===== src/verilog/sdf_pkg.sv =====
// Package with constants for the step and direction input front end
package sdf_pkg;
    localparam int unsigned TABLE_ENTRIES   = 1024;
    localparam int unsigned POS_W           = 10;
    localparam int unsigned RES_W           = 4;
    localparam int unsigned MAX_RES_CODE    = 8;
    localparam int unsigned CURR_W          = 8;
    localparam int unsigned SYNC_STAGES     = 2;
    localparam int unsigned FULLSTEP_DIV    = 512;
    localparam int unsigned LOW_RANGE_PCT   = 55;
    localparam int unsigned FULL_RANGE_PCT  = 100;
    localparam logic [9:0]  POS_RESET       = 10'h000;
    localparam logic [7:0]  CURR_RESET      = 8'h00;
    localparam logic [3:0]  RES_FINEST      = 4'h0;
endpackage : sdf_pkg


===== src/verilog/sdf_step_if.sv =====
// Interface carrying synchronised step events between modules
`timescale 1ns/1ps
interface sdf_step_if;
    logic step_evt;
    logic dir;
    modport src (output step_evt, output dir);
    modport dst (input step_evt, input dir);
endinterface : sdf_step_if


===== src/verilog/sdf_sync.sv =====
// Two stage synchroniser with rising edge step event generator
`timescale 1ns/1ps
module sdf_sync
(
    input  wire logic  clock_i,
    input  wire logic  rst_n_i,
    input  wire logic  step_pin_i,
    input  wire logic  dir_pin_i,
    sdf_step_if.src    evt
);
    logic [1:0] step_sync_r;
    logic [1:0] dir_sync_r;
    logic       step_prev_r;
    logic       evt_r;
    logic       dir_r;

    // Synchronise both pins; first stage feeds only the second
    always_ff @(posedge clock_i or negedge rst_n_i)
    begin
        if (!rst_n_i)
        begin
            step_sync_r <= 2'h0;
            dir_sync_r  <= 2'h0;
        end
        else
        begin
            step_sync_r <= {step_sync_r[0], step_pin_i};
            dir_sync_r  <= {dir_sync_r[0], dir_pin_i};
        end
    end

    // Rising edge only; falling edge gives nothing
    always_ff @(posedge clock_i or negedge rst_n_i)
    begin
        if (!rst_n_i)
        begin
            step_prev_r <= 1'b0;
            evt_r       <= 1'b0;
            dir_r       <= 1'b0;
        end
        else
        begin
            step_prev_r <= step_sync_r[1];
            evt_r       <= step_sync_r[1] & ~step_prev_r;
            dir_r       <= dir_sync_r[1];
        end
    end

    assign evt.step_evt = evt_r;
    assign evt.dir      = dir_r;
endmodule : sdf_sync


===== src/verilog/sdf_front_end.sv =====
// Step and direction input front end with microstep position counter
// Function
// - Only rising edges of the advance input make a step event.
// - Advance and sense inputs are synchronised to the system clock.
// - On-resistance sensing bit selects switch current measurement.
// - Low sense range reduces peak current to about 55 percent.
// - Step adds width when sense is 0, subtracts when 1.
// - Position indexes a 1024 entry table over four fullsteps.
`timescale 1ns/1ps
module sdf_front_end
#(
    parameter int unsigned POS_W = sdf_pkg::POS_W
)
(
    input  wire logic                    clock_i,
    input  wire logic                    rst_n_i,
    input  wire logic                    step_pin_i,
    input  wire logic                    dir_pin_i,
    input  wire logic [3:0]              res_code_i,
    input  wire logic                    cfg_rdson_sense_i,
    input  wire logic                    cfg_low_range_i,
    input  wire logic [7:0]              curr_ref_i,
    output      logic                    step_evt_o,
    output      logic                    dir_o,
    output      logic [POS_W-1:0]        position_o,
    output      logic                    use_rdson_o,
    output      logic [7:0]              curr_peak_o
);
    // Position must wrap exactly at one electrical revolution
    if ((1 << POS_W) != sdf_pkg::TABLE_ENTRIES)
        $error("POS_W must cover exactly the table size");

    // Synchronised event and sense travel together in one carrier
    sdf_step_if evt_if ();

    // Microstep position; index into the sine table downstream
    logic [POS_W-1:0] pos_r;

    // Step width decoded from the registered resolution code
    logic [POS_W-1:0] width;

    // Resolution code as seen by the position counter
    logic [3:0]       res_r;

    // Output copies of the step event and its rotation sense
    logic             evt_r;
    logic             dir_r;

    // Sense configuration, registered before it leaves the block
    logic             rdson_r;
    logic [7:0]       peak_r;

    // Scaled reference; wide enough for the product before division
    logic [15:0]      scaled;

    // Pin synchroniser and rising edge detector
    sdf_sync u_sync
    (
        .clock_i    (clock_i),
        .rst_n_i    (rst_n_i),
        .step_pin_i (step_pin_i),
        .dir_pin_i  (dir_pin_i),
        .evt        (evt_if)
    );

    // Resolution code clamps to fullstep; width 1 at finest.
    // Codes above the fullstep code would overflow the table,
    // so they are held at the fullstep width instead.
    always_comb
    begin
        if (res_r > sdf_pkg::MAX_RES_CODE[3:0])
        begin
            width = POS_W'(1 << sdf_pkg::MAX_RES_CODE);
        end
        else
        begin
            width = POS_W'(1 << res_r);
        end
    end

    // Resolution register, defined after reset.
    // Registering the code only delays it by one cycle; a new code
    // still reaches the width while the synchroniser is carrying an event.
    always_ff @(posedge clock_i or negedge rst_n_i)
    begin
        if (!rst_n_i)
        begin
            res_r <= sdf_pkg::RES_FINEST;
        end
        else
        begin
            res_r <= res_code_i;
        end
    end

    // Position counter wraps naturally at table size.
    // The width of the counter equals log2 of the table size,
    // so no explicit modulo logic is needed in either direction.
    always_ff @(posedge clock_i or negedge rst_n_i)
    begin
        if (!rst_n_i)
        begin
            pos_r <= sdf_pkg::POS_RESET;
        end
        else if (evt_if.step_evt)
        begin
            if (evt_if.dir)
            begin
                pos_r <= pos_r - width;
            end
            else
            begin
                pos_r <= pos_r + width;
            end
        end
    end

    // Registered step event; one cycle, aligned with the new position
    always_ff @(posedge clock_i or negedge rst_n_i)
    begin
        if (!rst_n_i)
        begin
            evt_r <= 1'b0;
        end
        else
        begin
            evt_r <= evt_if.step_evt;
        end
    end

    // Registered rotation sense; same sample the counter used
    always_ff @(posedge clock_i or negedge rst_n_i)
    begin
        if (!rst_n_i)
        begin
            dir_r <= 1'b0;
        end
        else
        begin
            dir_r <= evt_if.dir;
        end
    end

    // Low range scales the reference; 55/100 kept as integer ratio.
    // Floor rounding is accepted: the analog side is far coarser
    // than one code of the reference.
    assign scaled = cfg_low_range_i
        ? 16'((curr_ref_i * sdf_pkg::LOW_RANGE_PCT)
              / sdf_pkg::FULL_RANGE_PCT)
        : {8'h00, curr_ref_i};

    // On-resistance sensing select; a one-time option, so only copied
    always_ff @(posedge clock_i or negedge rst_n_i)
    begin
        if (!rst_n_i)
        begin
            rdson_r <= 1'b0;
        end
        else
        begin
            rdson_r <= cfg_rdson_sense_i;
        end
    end

    // Peak current; upper bits of the product are zero after division
    always_ff @(posedge clock_i or negedge rst_n_i)
    begin
        if (!rst_n_i)
        begin
            peak_r <= sdf_pkg::CURR_RESET;
        end
        else
        begin
            peak_r <= scaled[7:0];
        end
    end

    // Step event and sense leave straight from flip-flops
    assign step_evt_o  = evt_r;
    assign dir_o       = dir_r;

    // Position leaves straight from the counter register
    assign position_o  = pos_r;

    // Sense configuration leaves straight from flip-flops
    assign use_rdson_o = rdson_r;
    assign curr_peak_o = peak_r;
endmodule : sdf_front_end


===== config.mk =====
export PLATFORM = sky130hd
export DESIGN_NAME = sdf_front_end
export DESIGN_NICKNAME = d
export VERILOG_FILES = /design/src/verilog/sdf_pkg.sv /design/src/verilog/sdf_step_if.sv /design/src/verilog/sdf_sync.sv /design/src/verilog/sdf_front_end.sv
export SDC_FILE = /design/constraint.sdc
export NUM_CORES = 1
export LEC_CHECK = 0
export ABC_CLOCK_PERIOD_IN_PS = 10750
export BUFFER_PORTS_ARGS = -buffer_cell sky130_fd_sc_hd__clkbuf_2
export CORE_ASPECT_RATIO = 0.7
export CORE_MARGIN = 2
export CORE_UTILIZATION = 55
export CTS_CLUSTER_SIZE = 16
export DETAILED_ROUTE_END_ITERATION = 10
export PLACE_DENSITY = 0.74
export SKIP_LAST_GASP = 1
export SYNTH_ARGS = -nofsm -noshare
export SYNTH_HDL_FRONTEND = slang
export SYNTH_SLANG_ARGS = --single-unit

===== constraint.sdc =====
create_clock -name clock_i -period 10.75 [get_ports clock_i]
set_input_delay 2.6875 -clock clock_i [delete_from_list [all_inputs] [get_ports clock_i]]
set_output_delay 2.6875 -clock clock_i [all_outputs]
set_load 0.02 [all_outputs]

**After elaboration in Yosys (flattened, before gate mapping)**

Cells that the tools add are included.

- $lt $le $gt $ge: 1
- Shift operators: 1
- Add/subtract/negate cells: 2
- Divide/modulo/power cells: 1
- Bitwise logic cells: 2
- Muxes and demuxes: 3
- Multiply operators: 1
- Equal/unequal tests: 0
- Reduce and logical (&&, ||, !) cells: 0

Operator list:

| kind | count |
|---|---|
| divider 14 x 7 -> 32 bit, second input constant | 1 |
| two-way mux 10 bit | 2 |
| multiplier 8 x 6 -> 14 bit, second input constant | 1 |
| adder 10 bit | 1 |
| << shifter 1 x 4 -> 10 bit, first input constant | 1 |
| subtractor 10 bit | 1 |
| two-way mux 8 bit | 1 |
| > comparator 4 bit, second input constant | 1 |
| bitwise AND 1 bit | 1 |
| inverter 1 bit | 1 |

- Register bits: 32
- Bits of input ports: 18
- ROM bits: 0
- Memories kept: 0
- Bits in latches: 0
- Bits in writable memories: 0

**Depth between registers and ports, before layout**

Gate-level depths: netlist (run 1).

- Depth after elaboration: 4
- Depth in mapped cells: 36
- Gate-level depth less buffers: 32

**Hierarchy**

From an unflattened synthesis (run 1), not the netlist that was laid out.

- Cells, all modules: 522
- Area total of the unflattened synthesis: 4500.6 um^2

Modules (own cells, without submodules):

| module | cells each | sequential area each (um^2) | instances | area an instance (um^2) |
|---|---|---|---|---|
| sdf_front_end | 514 | 625.6 | 1 | 4311.6 |
| sdf_sync | 8 | 175.2 | 1 | 188.9 |

**Worst setup path after synthesis (run 1)**

Ideal clock, no wire load.

- Path type: input to register
- From: input port curr_ref_i[5]
- To: register peak_r[0], in the netlist curr_peak_o[0]
- Slack: 0.457 ns
- Data arrival time: 10.149 ns
- Required time: 10.606 ns
- Cell stages on the path: 30
- Setup time: 0.144 ns
- Path through: fa_1 -> inv_1 -> fa_1 -> inv_1 -> fa_1 -> ha_1 -> buf_2 -> a21oi_1 -> o21ai_2 -> a311oi_4 -> a211o_1 -> buf_4 -> nor2_1 -> ha_1 -> nor2b_1 -> o211ai_1 -> a32oi_2 -> mux2_4 -> a311oi_2 -> o211ai_2 -> buf_6 -> a211oi_4 -> nor2_2 -> a41o_1 -> maj3_2 -> o211a_1 -> o21a_1 -> or3_1 -> a2111oi_2 -> o221ai_1

- Word-level cells in the longest chain between the ends: 3

Ends and longest elaborated chain:

| what | RTL line | text |
|---|---|---|
| start, declared | sdf_front_end.sv:22 | `input wire logic [7:0] curr_ref_i,` |
| multiplier 8 x 6 -> 14 bit | sdf_front_end.sv:148 | `? 16'((curr_ref_i * sdf_pkg::LOW_RANGE_PCT)` |
| divider 14 x 7 -> 32 bit | sdf_front_end.sv:149 | `/ sdf_pkg::FULL_RANGE_PCT)` |
| two-way mux 8 bit | sdf_front_end.sv:148 |  |
| via scaled[0] | sdf_front_end.sv:54 | `logic [15:0] scaled;` |
| end signal, assigned | sdf_front_end.sv:170 | `peak_r <= sdf_pkg::CURR_RESET;` |
| end signal, assigned | sdf_front_end.sv:174 | `peak_r <= scaled[7:0];` |
| end, declared | sdf_front_end.sv:51 | `logic [7:0] peak_r;` |

The timed path passes the listed nets, and every way through them passes these cells.
A chain may end at the register's enable or synchronous reset.

**Worst setup path in the final report (run 1)**

- From: input port curr_ref_i[6]
- To: register peak_r[0], in the netlist curr_peak_o[0]

The elaborated chain is that of the path after synthesis.

==> metrics.txt, run 1 <==
Post-DRT Antenna Nets=0; worst hold-check path type=flip-flop to flip-flop; CP bufs+invs=5; worst-margin pin slew=roughly 1.0 ns; final RePlAce weighted congestion=slightly below 1; CP required=~11 ns; n_diodes=0; final hold vios=0; sequential share of the synthesized area=18.0%; vias in the first global route=3929; Crit-path slowest cell=fa_1; final setup violating endpoints=0; GRT Util Overall=a little over a quarter; worst-path fanout max=9; Peak Freq=roughly 0.096 GHz; critical path arrival=between 10 and 15 ns; Syn Inst Count=between 500 and 600; largest net degree at the start of global routing=33; Post-synth EDFFs=0; Die H=79.2 um; Synth Area in Compound Gates=a little over 30%; DRT iter0 DRCs=between 400 and 500; clock skew=between 0.008 and 0.009 ns; largest cells by area after synthesis=dfrtp_1, ha_1, fa_1; post-synthesis xor/xnor area fraction=around 6.1%; routed vias=~4200; worst setup margin=about 0.37 ns; Detail Placement HPWL=between 8000 and 9000 um; CTS Buf Count=5; die area=~8800 um2; DR vias/cell=6.21; drt pass-1 iters=5; Main synth FF type=dfrtp_1; Area Overhead vs Synth=14.5%; simple-gate share of the synthesized area=approximately 16%; adder-cell share of the synthesized area=19.8%; clock sinks=32; Yosys reg bits=32; DRT Wirelength=around 11000 um; Initial Util=a little under three fifths; CTS root buffer=clkbuf_16; Hold-fix buffers, CTS=0; status=finished, final reports clean; H-Tree Level Count=2; Yosys top cell area share=between 10% and 20%; Skew-Pair Late Insertion Delay=about 0.28 ns; Critical Path Source Type=input pin; post-synthesis mux area share=a little over 3%; Setup Crit Path Kind=input pin to flip-flop; wire per inst=between 15 and 20 um; Syn Nets=approximately 590; ys async rst share=100%; final setup TNS=0 ns; family with the most delay on the worst path=compound AO/OA/AOI/OAI gates; Clock Pin Slew Worst Setup and Hold Paths=around 0.050 ns; pre-CTS WS=-0.0427 ns; total gr overflow=0; Final #Nets=around 640; count of cell types in the netlist=81; initial antenna violation count=0; Max-Cap Viols=0; Post-Syn Area=approximately 4400 um2; largest family of logic cells by synthesized area=compound AO/OA/AOI/OAI gates; Max Root-Sink Buffers=2; Die X-Extent=111 um; share of cells above drive strength 1=a little under a quarter; CP endpoint kind=flip-flop; io pins=39; Remaining DRCs=0; Yosys warnings=0; Period minus WS final=about 10 ns; Core Box Area=7840 um2; PortBufs=38; CTS tree=done; relative max-transition margin=between 30 and 40%; first-pass GRT wire length=~19000 um; site row count=27; ratio of final minimum period to clock period=a little over nine tenths; max incr delay on CP=0.53 ns; syn_area_per_cell=approximately 8.6 um2; Yosys top cell by area=dfrtp_1; Final Max Tran Viols=0
[per-layer routing]
| layer | up-vias | global-route usage [%] | share of wire (%) |
|---|---|---|---|
| met5 | - | 0 | 0 |
| met4 | 0 | 4.20 | 0.47 |
| met3 | 7 | 4.66 | 7.9 |
| met2 | 177 | 39.8 | 42 |
| met1 | 1954 | 41.1 | 50 |
| li1 | 2019 | - | - |
[logic make-up (layout without fill, tap and decap cells)]
logic type | Yosys count | after routing
AOI/OAI and AO/OA | 171 | 171
xor gates and xnor gates | 29 | 29
adders and majority gates | 61 | 61
buffers and inverters | 63 | 116
DFF | 32 | 32
muxes | 12 | 12
and+or+nand+nor | 147 | 147
[cells in the mapped netlist (4+ instances only)]
cell        n
inv_1      41
o211ai_1    5
xnor2_1    18
nor3_1     15
nor4_1      5
o21ai_0    16
and2_1      4
ha_1       42
a31oi_1     9
dfrtp_1    32
a211oi_2    4
buf_2       6
nor2b_1     4
o2111ai_1   4
a211o_1     5
a21o_1     17
nand2b_1    4
nand2_1    40
o211a_1     6
mux2_2      8
o21a_1      7
buf_4       5
o21ai_1     4
xor2_1      9
a2111oi_2   4
o211ai_2    4
o32a_1      4
nand4_1     7
nor2_1     38
fa_1       16
nand3_1    15
clkbuf_1    8
a21oi_1    31
a211oi_1    9
[layout by cell type, fill, tap and decap left out, types with 7 or more instances in the layout]
cell type  instances
a31oi_1            9
nand4_1            7
a211oi_1           8
xnor2_1           18
dfrtp_1           32
mux2_2             8
fa_1              16
ha_1              40
a21oi_1           29
xor2_1             9
nor2_1            38
buf_4             28
inv_1             41
a21o_1            17
nor3_1            13
nand2_1           40
clkbuf_2          38
nand3_1           15
o21a_1             7
o21ai_0           16
[sequential cells by signal, indices dropped and copies added (netlist names)]
| signal | cells |
|---|---|
| u_sync.evt.dir | 1 |
| u_sync.step_sync_r | 2 |
| u_sync.evt.step_evt | 1 |
| step_evt_o | 1 |
| dir_o | 1 |
| u_sync.step_prev_r | 1 |
| res_r | 4 |
| position_o | 10 |
| use_rdson_o | 1 |
| curr_peak_o | 8 |
| u_sync.dir_sync_r | 2 |
[final timing paths]
| path | from | endpoint | slack [ns] | cells past startpoint |
|---|---|---|---|---|
| worst min register to register | u_sync.dir_sync_r[0] | u_sync.dir_sync_r[1] | 0.35 | 0 |
| min in group asynchronous | rst_n_i | curr_peak_o[7] | 2.50 | 1 |
| worst max-delay path | curr_ref_i[6] | curr_peak_o[0] | 0.37 | 32 |
| max in group asynchronous | rst_n_i | res_r[1] | 7.72 | 1 |
| worst max register to register | res_r[1] | position_o[9] | 6.89 | 17 |
| worst min-delay path | u_sync.dir_sync_r[0] | u_sync.dir_sync_r[1] | 0.35 | 0 |
[stage by stage]
stage,cells,utilization [%],hold slack [ns],area [um2]
floorplan,515,-,0.331,4440
global placement,661,61.9,0.339,4850
detailed placement,661,61.9,0.336,4850
CTS,669,64.0,0.355,5020
global route,669,64.9,0.362,5090
finish,669,64.9,0.353,5090
[layout make-up]
type / instances / area, um2
Inverter: 42 / 158
Timing Repair Buffer: 66 / 400
Multi-Input combinational cell: 420 / 3430
Sequential cell: 32 / 801
Fill cell: 639 / 2750
Clock buffer: 5 / 125
Clock inverter: 3 / 42.5
Tap cell: 101 / 126
[repair_timing]
item	in CTS	in global routing
resized for setup	0	15
setup endpoints to repair	0	2
buffers inserted	0	0
Power of run 1 is not shown: default switching activity piles up to over one toggle a cycle in this logic, so the estimate is an artifact.
==> inputs of run 2 (changes only) <==
ABC_CLOCK_PERIOD_IN_PS = 10010   (was 10750)
clock period = 10.01 ns   (was 10.75 ns; I/O delays follow)
==> run 2 against run 1 <==
Against the previous run:
- final cell count up 4.5%
- die area unchanged
- clock skew down 0.0040 ns
- routed wire length up 8.0%
- non-clock buffer count up 30
- critical path depth down 1
- cell area up 7.4%
- first-iteration DRC count down 31%
- core utilization up 4.8 points
==> metrics.txt, run 2 (synthesis gave the netlist of run 1 again) <==
status=finished, final reports clean; initial antenna violation count=0; n_diodes=0; Max-Cap Viols=0; Remaining DRCs=0; first-pass GRT wire length=20300 um; family with the most delay on the worst path=compound AO/OA/AOI/OAI gates; site row count=27; Die H=just under 80 um; wire per inst=approximately 18 um; clock skew=0.00414 ns; Largest register FFs=10; Detail Placement HPWL=~9400 um; CP required=between 10 and 15 ns; PortBufs=38; worst-path fanout max=5; CP bufs+invs=6; Core Box Area=slightly below 8000 um2; Max Root-Sink Buffers=2; final setup violating endpoints=0; pre-CTS WS=-0.117 ns; max incr delay on CP=~0.53 ns; CP endpoint kind=flip-flop; share of cells above drive strength 1=28.9%; CTS tree=done; Final Max Tran Viols=0; worst-margin pin slew=about 0.96 ns; clock sinks=32; Die X-Extent=approximately 110 um; final RePlAce weighted congestion=between 0.9 and 1; drt pass-1 iters=5; Period minus WS final=9.74 ns; Crit-path slowest cell=fa_1; H-Tree Level Count=2; DR vias/cell=roughly 6.3; leading cell types in the layout, fill and taps excluded=buf_4, inv_1, nand2_1; relative max-transition margin=about 35%; routed vias=roughly 4400; CTS root buffer=clkbuf_16; Final #Nets=just under 700; placed cells=687; Clock Pin Slew Worst Setup and Hold Paths=approximately 0.050 ns; largest net degree at the start of global routing=33; Setup Crit Path Kind=input pin to flip-flop; Post-DRT Antenna Nets=0; final hold vios=0; worst setup margin=0.273 ns; vias in the first global route=4143; total gr overflow=0; Critical Path Source Type=input pin; GRT Util Overall=27.6%; Area Overhead vs Synth=23.0%; Peak Freq=between 0.1 and 0.15 GHz; Initial Util=between 50% and 60%; critical path arrival=9.87 ns; DRT Wirelength=between 10000 and 15000 um; CTS Buf Count=5; Skew-Pair Late Insertion Delay=approximately 0.27 ns; fin cells=roughly 700; final setup TNS=0 ns; commonest non-fill, non-tap cell in the layout=buf_4; io pins=39; worst hold-check path type=flip-flop to flip-flop; ratio of final minimum period to clock period=97.3%; die area=around 9000 um2; DRT iter0 DRCs=about 330
[run 2: cell types whose count changed in the layout (fill, tap and decap cells not counted), sizes merged]
cell,before,now
buf,28,58
[run 2: layer usage]
| metal | GRT usage, % | wire length (um) |
|---|---|---|
| met5 | 0 | 0 |
| met4 | 3.21 | 127 |
| met3 | 3.89 | 893 |
| met2 | 42.1 | 5390 |
| met1 | 42.6 | 5990 |
[run 2: timing repair]
| item | CTS | global route |
|---|---|---|
| buffers inserted | 0 | 4 |
| endpoints found under the setup margin | 0 | 2 |
| resized for setup | 0 | 38 |
| hold endpoints to repair | 0 | 0 |
| hold buffers | 0 | 0 |
[run 2: final cells by class]
type	instances	area, um2
Clock buffer	5	125
Inverter	42	158
Clock inverter	3	42.5
Tap cell	101	126
Sequential cell	32	801
Multi-Input combinational cell	420	3580
Fill cell	599	2380
Timing Repair Buffer	96	626
[run 2: worst reg2reg max path, cell delays in order (launching register included)]
cell	delay [ns]
dfrtp_1	0.51
nor3_1	0.38
nand2_1	0.11
ha_1	0.29
nor2b_1	0.12
a31oi_1	0.27
ha_1	0.29
a21o_1	0.17
a21o_1	0.20
a21o_1	0.19
a21o_1	0.21
a21oi_1	0.16
o21bai_1	0.11
a21o_1	0.20
a21oi_1	0.17
xnor2_1	0.14
nand2_1	0.09
xnor2_1	0.16
[run 2: final timing paths]
path	from	endpoint	slack, ns	cells past startpoint
max reg2reg	res_r[2]	position_o[9]	6.13	17
max	curr_ref_i[5]	curr_peak_o[0]	0.27	31
min reg2reg	u_sync.dir_sync_r[1]	u_sync.evt.dir	0.35	0
min	u_sync.dir_sync_r[1]	u_sync.evt.dir	0.35	0
min in group asynchronous	rst_n_i	curr_peak_o[5]	2.32	1
max in group asynchronous	rst_n_i	position_o[4]	7.16	1
[run 2: stage by stage]
step | instance area [um2] | utilization, % | hold slack [ns]
4_1_cts | 5210 | 66.5 | 0.349
3_3_place_gp | 5050 | 64.4 | 0.334
3_5_place_dp | 5050 | 64.4 | 0.341
6_report | 5460 | 69.7 | 0.347
2_1_floorplan | 4440 | - | 0.331
5_1_grt | 5460 | 69.7 | 0.366
Power of run 2 is left out for the same reason.
==> inputs of run 3 (changes only) <==
PLACE_DENSITY = 0.76   (was 0.74)
==> run 3 against run 2 <==
Against the previous run:
- die area unchanged
- global-route usage decreased by 0.40 points
- fmax decreased by 0.51%
- core utilization fell by 0.75 points
- final cell count is 0.72% lower
- count of clock-buffer cells in the layout did not move
- non-clock buffer count decreased by 5
- via count fell by 1.9%
- cell area decreased by 1.1%
- critical path type unchanged
- critical endpoint unchanged
- largest cell class unchanged
- highest routed layer unchanged
==> metrics.txt, run 3 (synthesis gave the netlist of run 1 again) <==
status=finished, final reports clean; Setup Crit Path Kind=input pin to flip-flop; drt pass-1 iters=5; n_diodes=0; Post-DRT Antenna Nets=0; largest net degree at the start of global routing=33; Area Overhead vs Synth=21.6%; DRT iter0 DRCs=~450; relative max-transition margin=35.8%; Die X-Extent=between 100 and 150 um; Clock Pin Slew Worst Setup and Hold Paths=about 0.06 ns; DRT Wirelength=between 10000 and 15000 um; worst-margin pin slew=around 0.96 ns; Hold-fix buffers, CTS=0; final RePlAce weighted congestion=between 1 and 1.5; Peak Freq=approximately 0.1 GHz; DR vias/cell=~6.2; Detail Placement HPWL=between 9000 and 10000 um; vias in the first global route=4167; Max-Cap Viols=0; max incr delay on CP=around 0.54 ns; CP endpoint kind=flip-flop; GRT Util Overall=27.2%; ratio of final minimum period to clock period=between 90% and 100%; critical path arrival=just under 10 ns; routed vias=~4300; Initial Util=56.7%; Period minus WS final=9.79 ns; io pins=39; worst hold-check path type=flip-flop to flip-flop; share of cells above drive strength 1=28.2%; total gr overflow=0; Final #Nets=roughly 670; commonest non-fill, non-tap cell in the layout=buf_4; first-pass GRT wire length=19800 um; worst-path fanout max=7; Largest register FFs=10; CTS root buffer=clkbuf_16; clock sinks=32; final hold vios=0; final setup violating endpoints=0; Die H=about 79 um; Core Box Area=7840 um2; Remaining DRCs=0; Skew-Pair Late Insertion Delay=~0.28 ns; leading cell types in the layout, fill and taps excluded=buf_4, inv_1, ha_1; final design utilization=68.9%; wire per inst=approximately 18 um; site row count=27; CP bufs+invs=5; PortBufs=38; clock skew=0.00639 ns; die area=just under 9000 um2; CTS tree=done; Crit-path slowest cell=fa_1; Max Root-Sink Buffers=2; H-Tree Level Count=2; Critical Path Source Type=input pin; CP required=10.15 ns; family with the most delay on the worst path=compound AO/OA/AOI/OAI gates; initial antenna violation count=0; Final Max Tran Viols=0; CTS Buf Count=5
run 3: cell count changes in the layout (fill, tap and decap cells not counted), moves of 2 or more:
cell	change
a211oi_1	-3
a211oi_4	+2
buf_4	-5
ha_1	+2
o211ai_2	+2
o211ai_4	-2
o21ai_1	-2
run 3: final timing paths:
kind                                       start                    end  slack, ns  cells past startpoint
max reg2reg                             res_r[2]          position_o[9]       6.17                     17
max                                curr_ref_i[5]         curr_peak_o[0]       0.22                     32
min in group asynchronous                rst_n_i         curr_peak_o[0]       2.33                      1
min                        u_sync.step_sync_r[0]  u_sync.step_sync_r[1]       0.36                      0
min reg2reg                u_sync.step_sync_r[0]  u_sync.step_sync_r[1]       0.36                      0
max in group asynchronous                rst_n_i         curr_peak_o[2]       7.16                      1
run 3: timing repair:
action                     CTS  global route
gates resized for setup      0            33
buffers inserted             0             3
setup endpoints to repair    0             2
run 3: cell type report:
cell class / count / area (um2)
sequential: 32 / 801
timing repair buffer: 91 / 588
inverter: 42 / 158
clock buffer: 5 / 125
multi-input combinational: 420 / 3560
tap: 101 / 126
clock inverter: 3 / 42.5
fill: 602 / 2430
run 3: worst reg2reg max path: cells and delay by family, from the launching register on:
kind / cells / cell delay [ns]
AND/OR/NAND/NOR: 4 / 0.68
flip-flops: 1 / 0.50
adder cells (fa/ha/maj): 2 / 0.57
AO/OA/AOI/OAI: 9 / 1.67
XOR/XNOR: 2 / 0.30
run 3: routing by layer:
layer	track usage (%)	part of all wire (%)	wire length (um)	vias to the layer above
met1	40.0	48	5870	2071
met2	42.1	44	5330	193
li1	-	-	-	2064
met5	0	0	0	-
met3	5.34	7.8	951	6
met4	4.20	0.48	59	0
run 3: through the flow:
| step | area (um2) | hold WS [ns] | worst slack (ns) | cells | TNS (ns) |
|---|---|---|---|---|---|
| 6_report | 5400 | 0.357 | 0.222 | 694 | 0 |
| 5_1_grt | 5400 | 0.363 | -0.0731 | 694 | -0.0989 |
| 4_1_cts | 5180 | 0.361 | 0.0366 | 691 | 0 |
| 3_5_place_dp | 5020 | 0.346 | -0.241 | 683 | -0.241 |
| 3_3_place_gp | 5020 | 0.338 | -0.0616 | 683 | -0.0616 |
| 2_1_floorplan | 4440 | 0.331 | 0.0241 | 515 | 0 |
Power of run 3 is left out for the same reason.
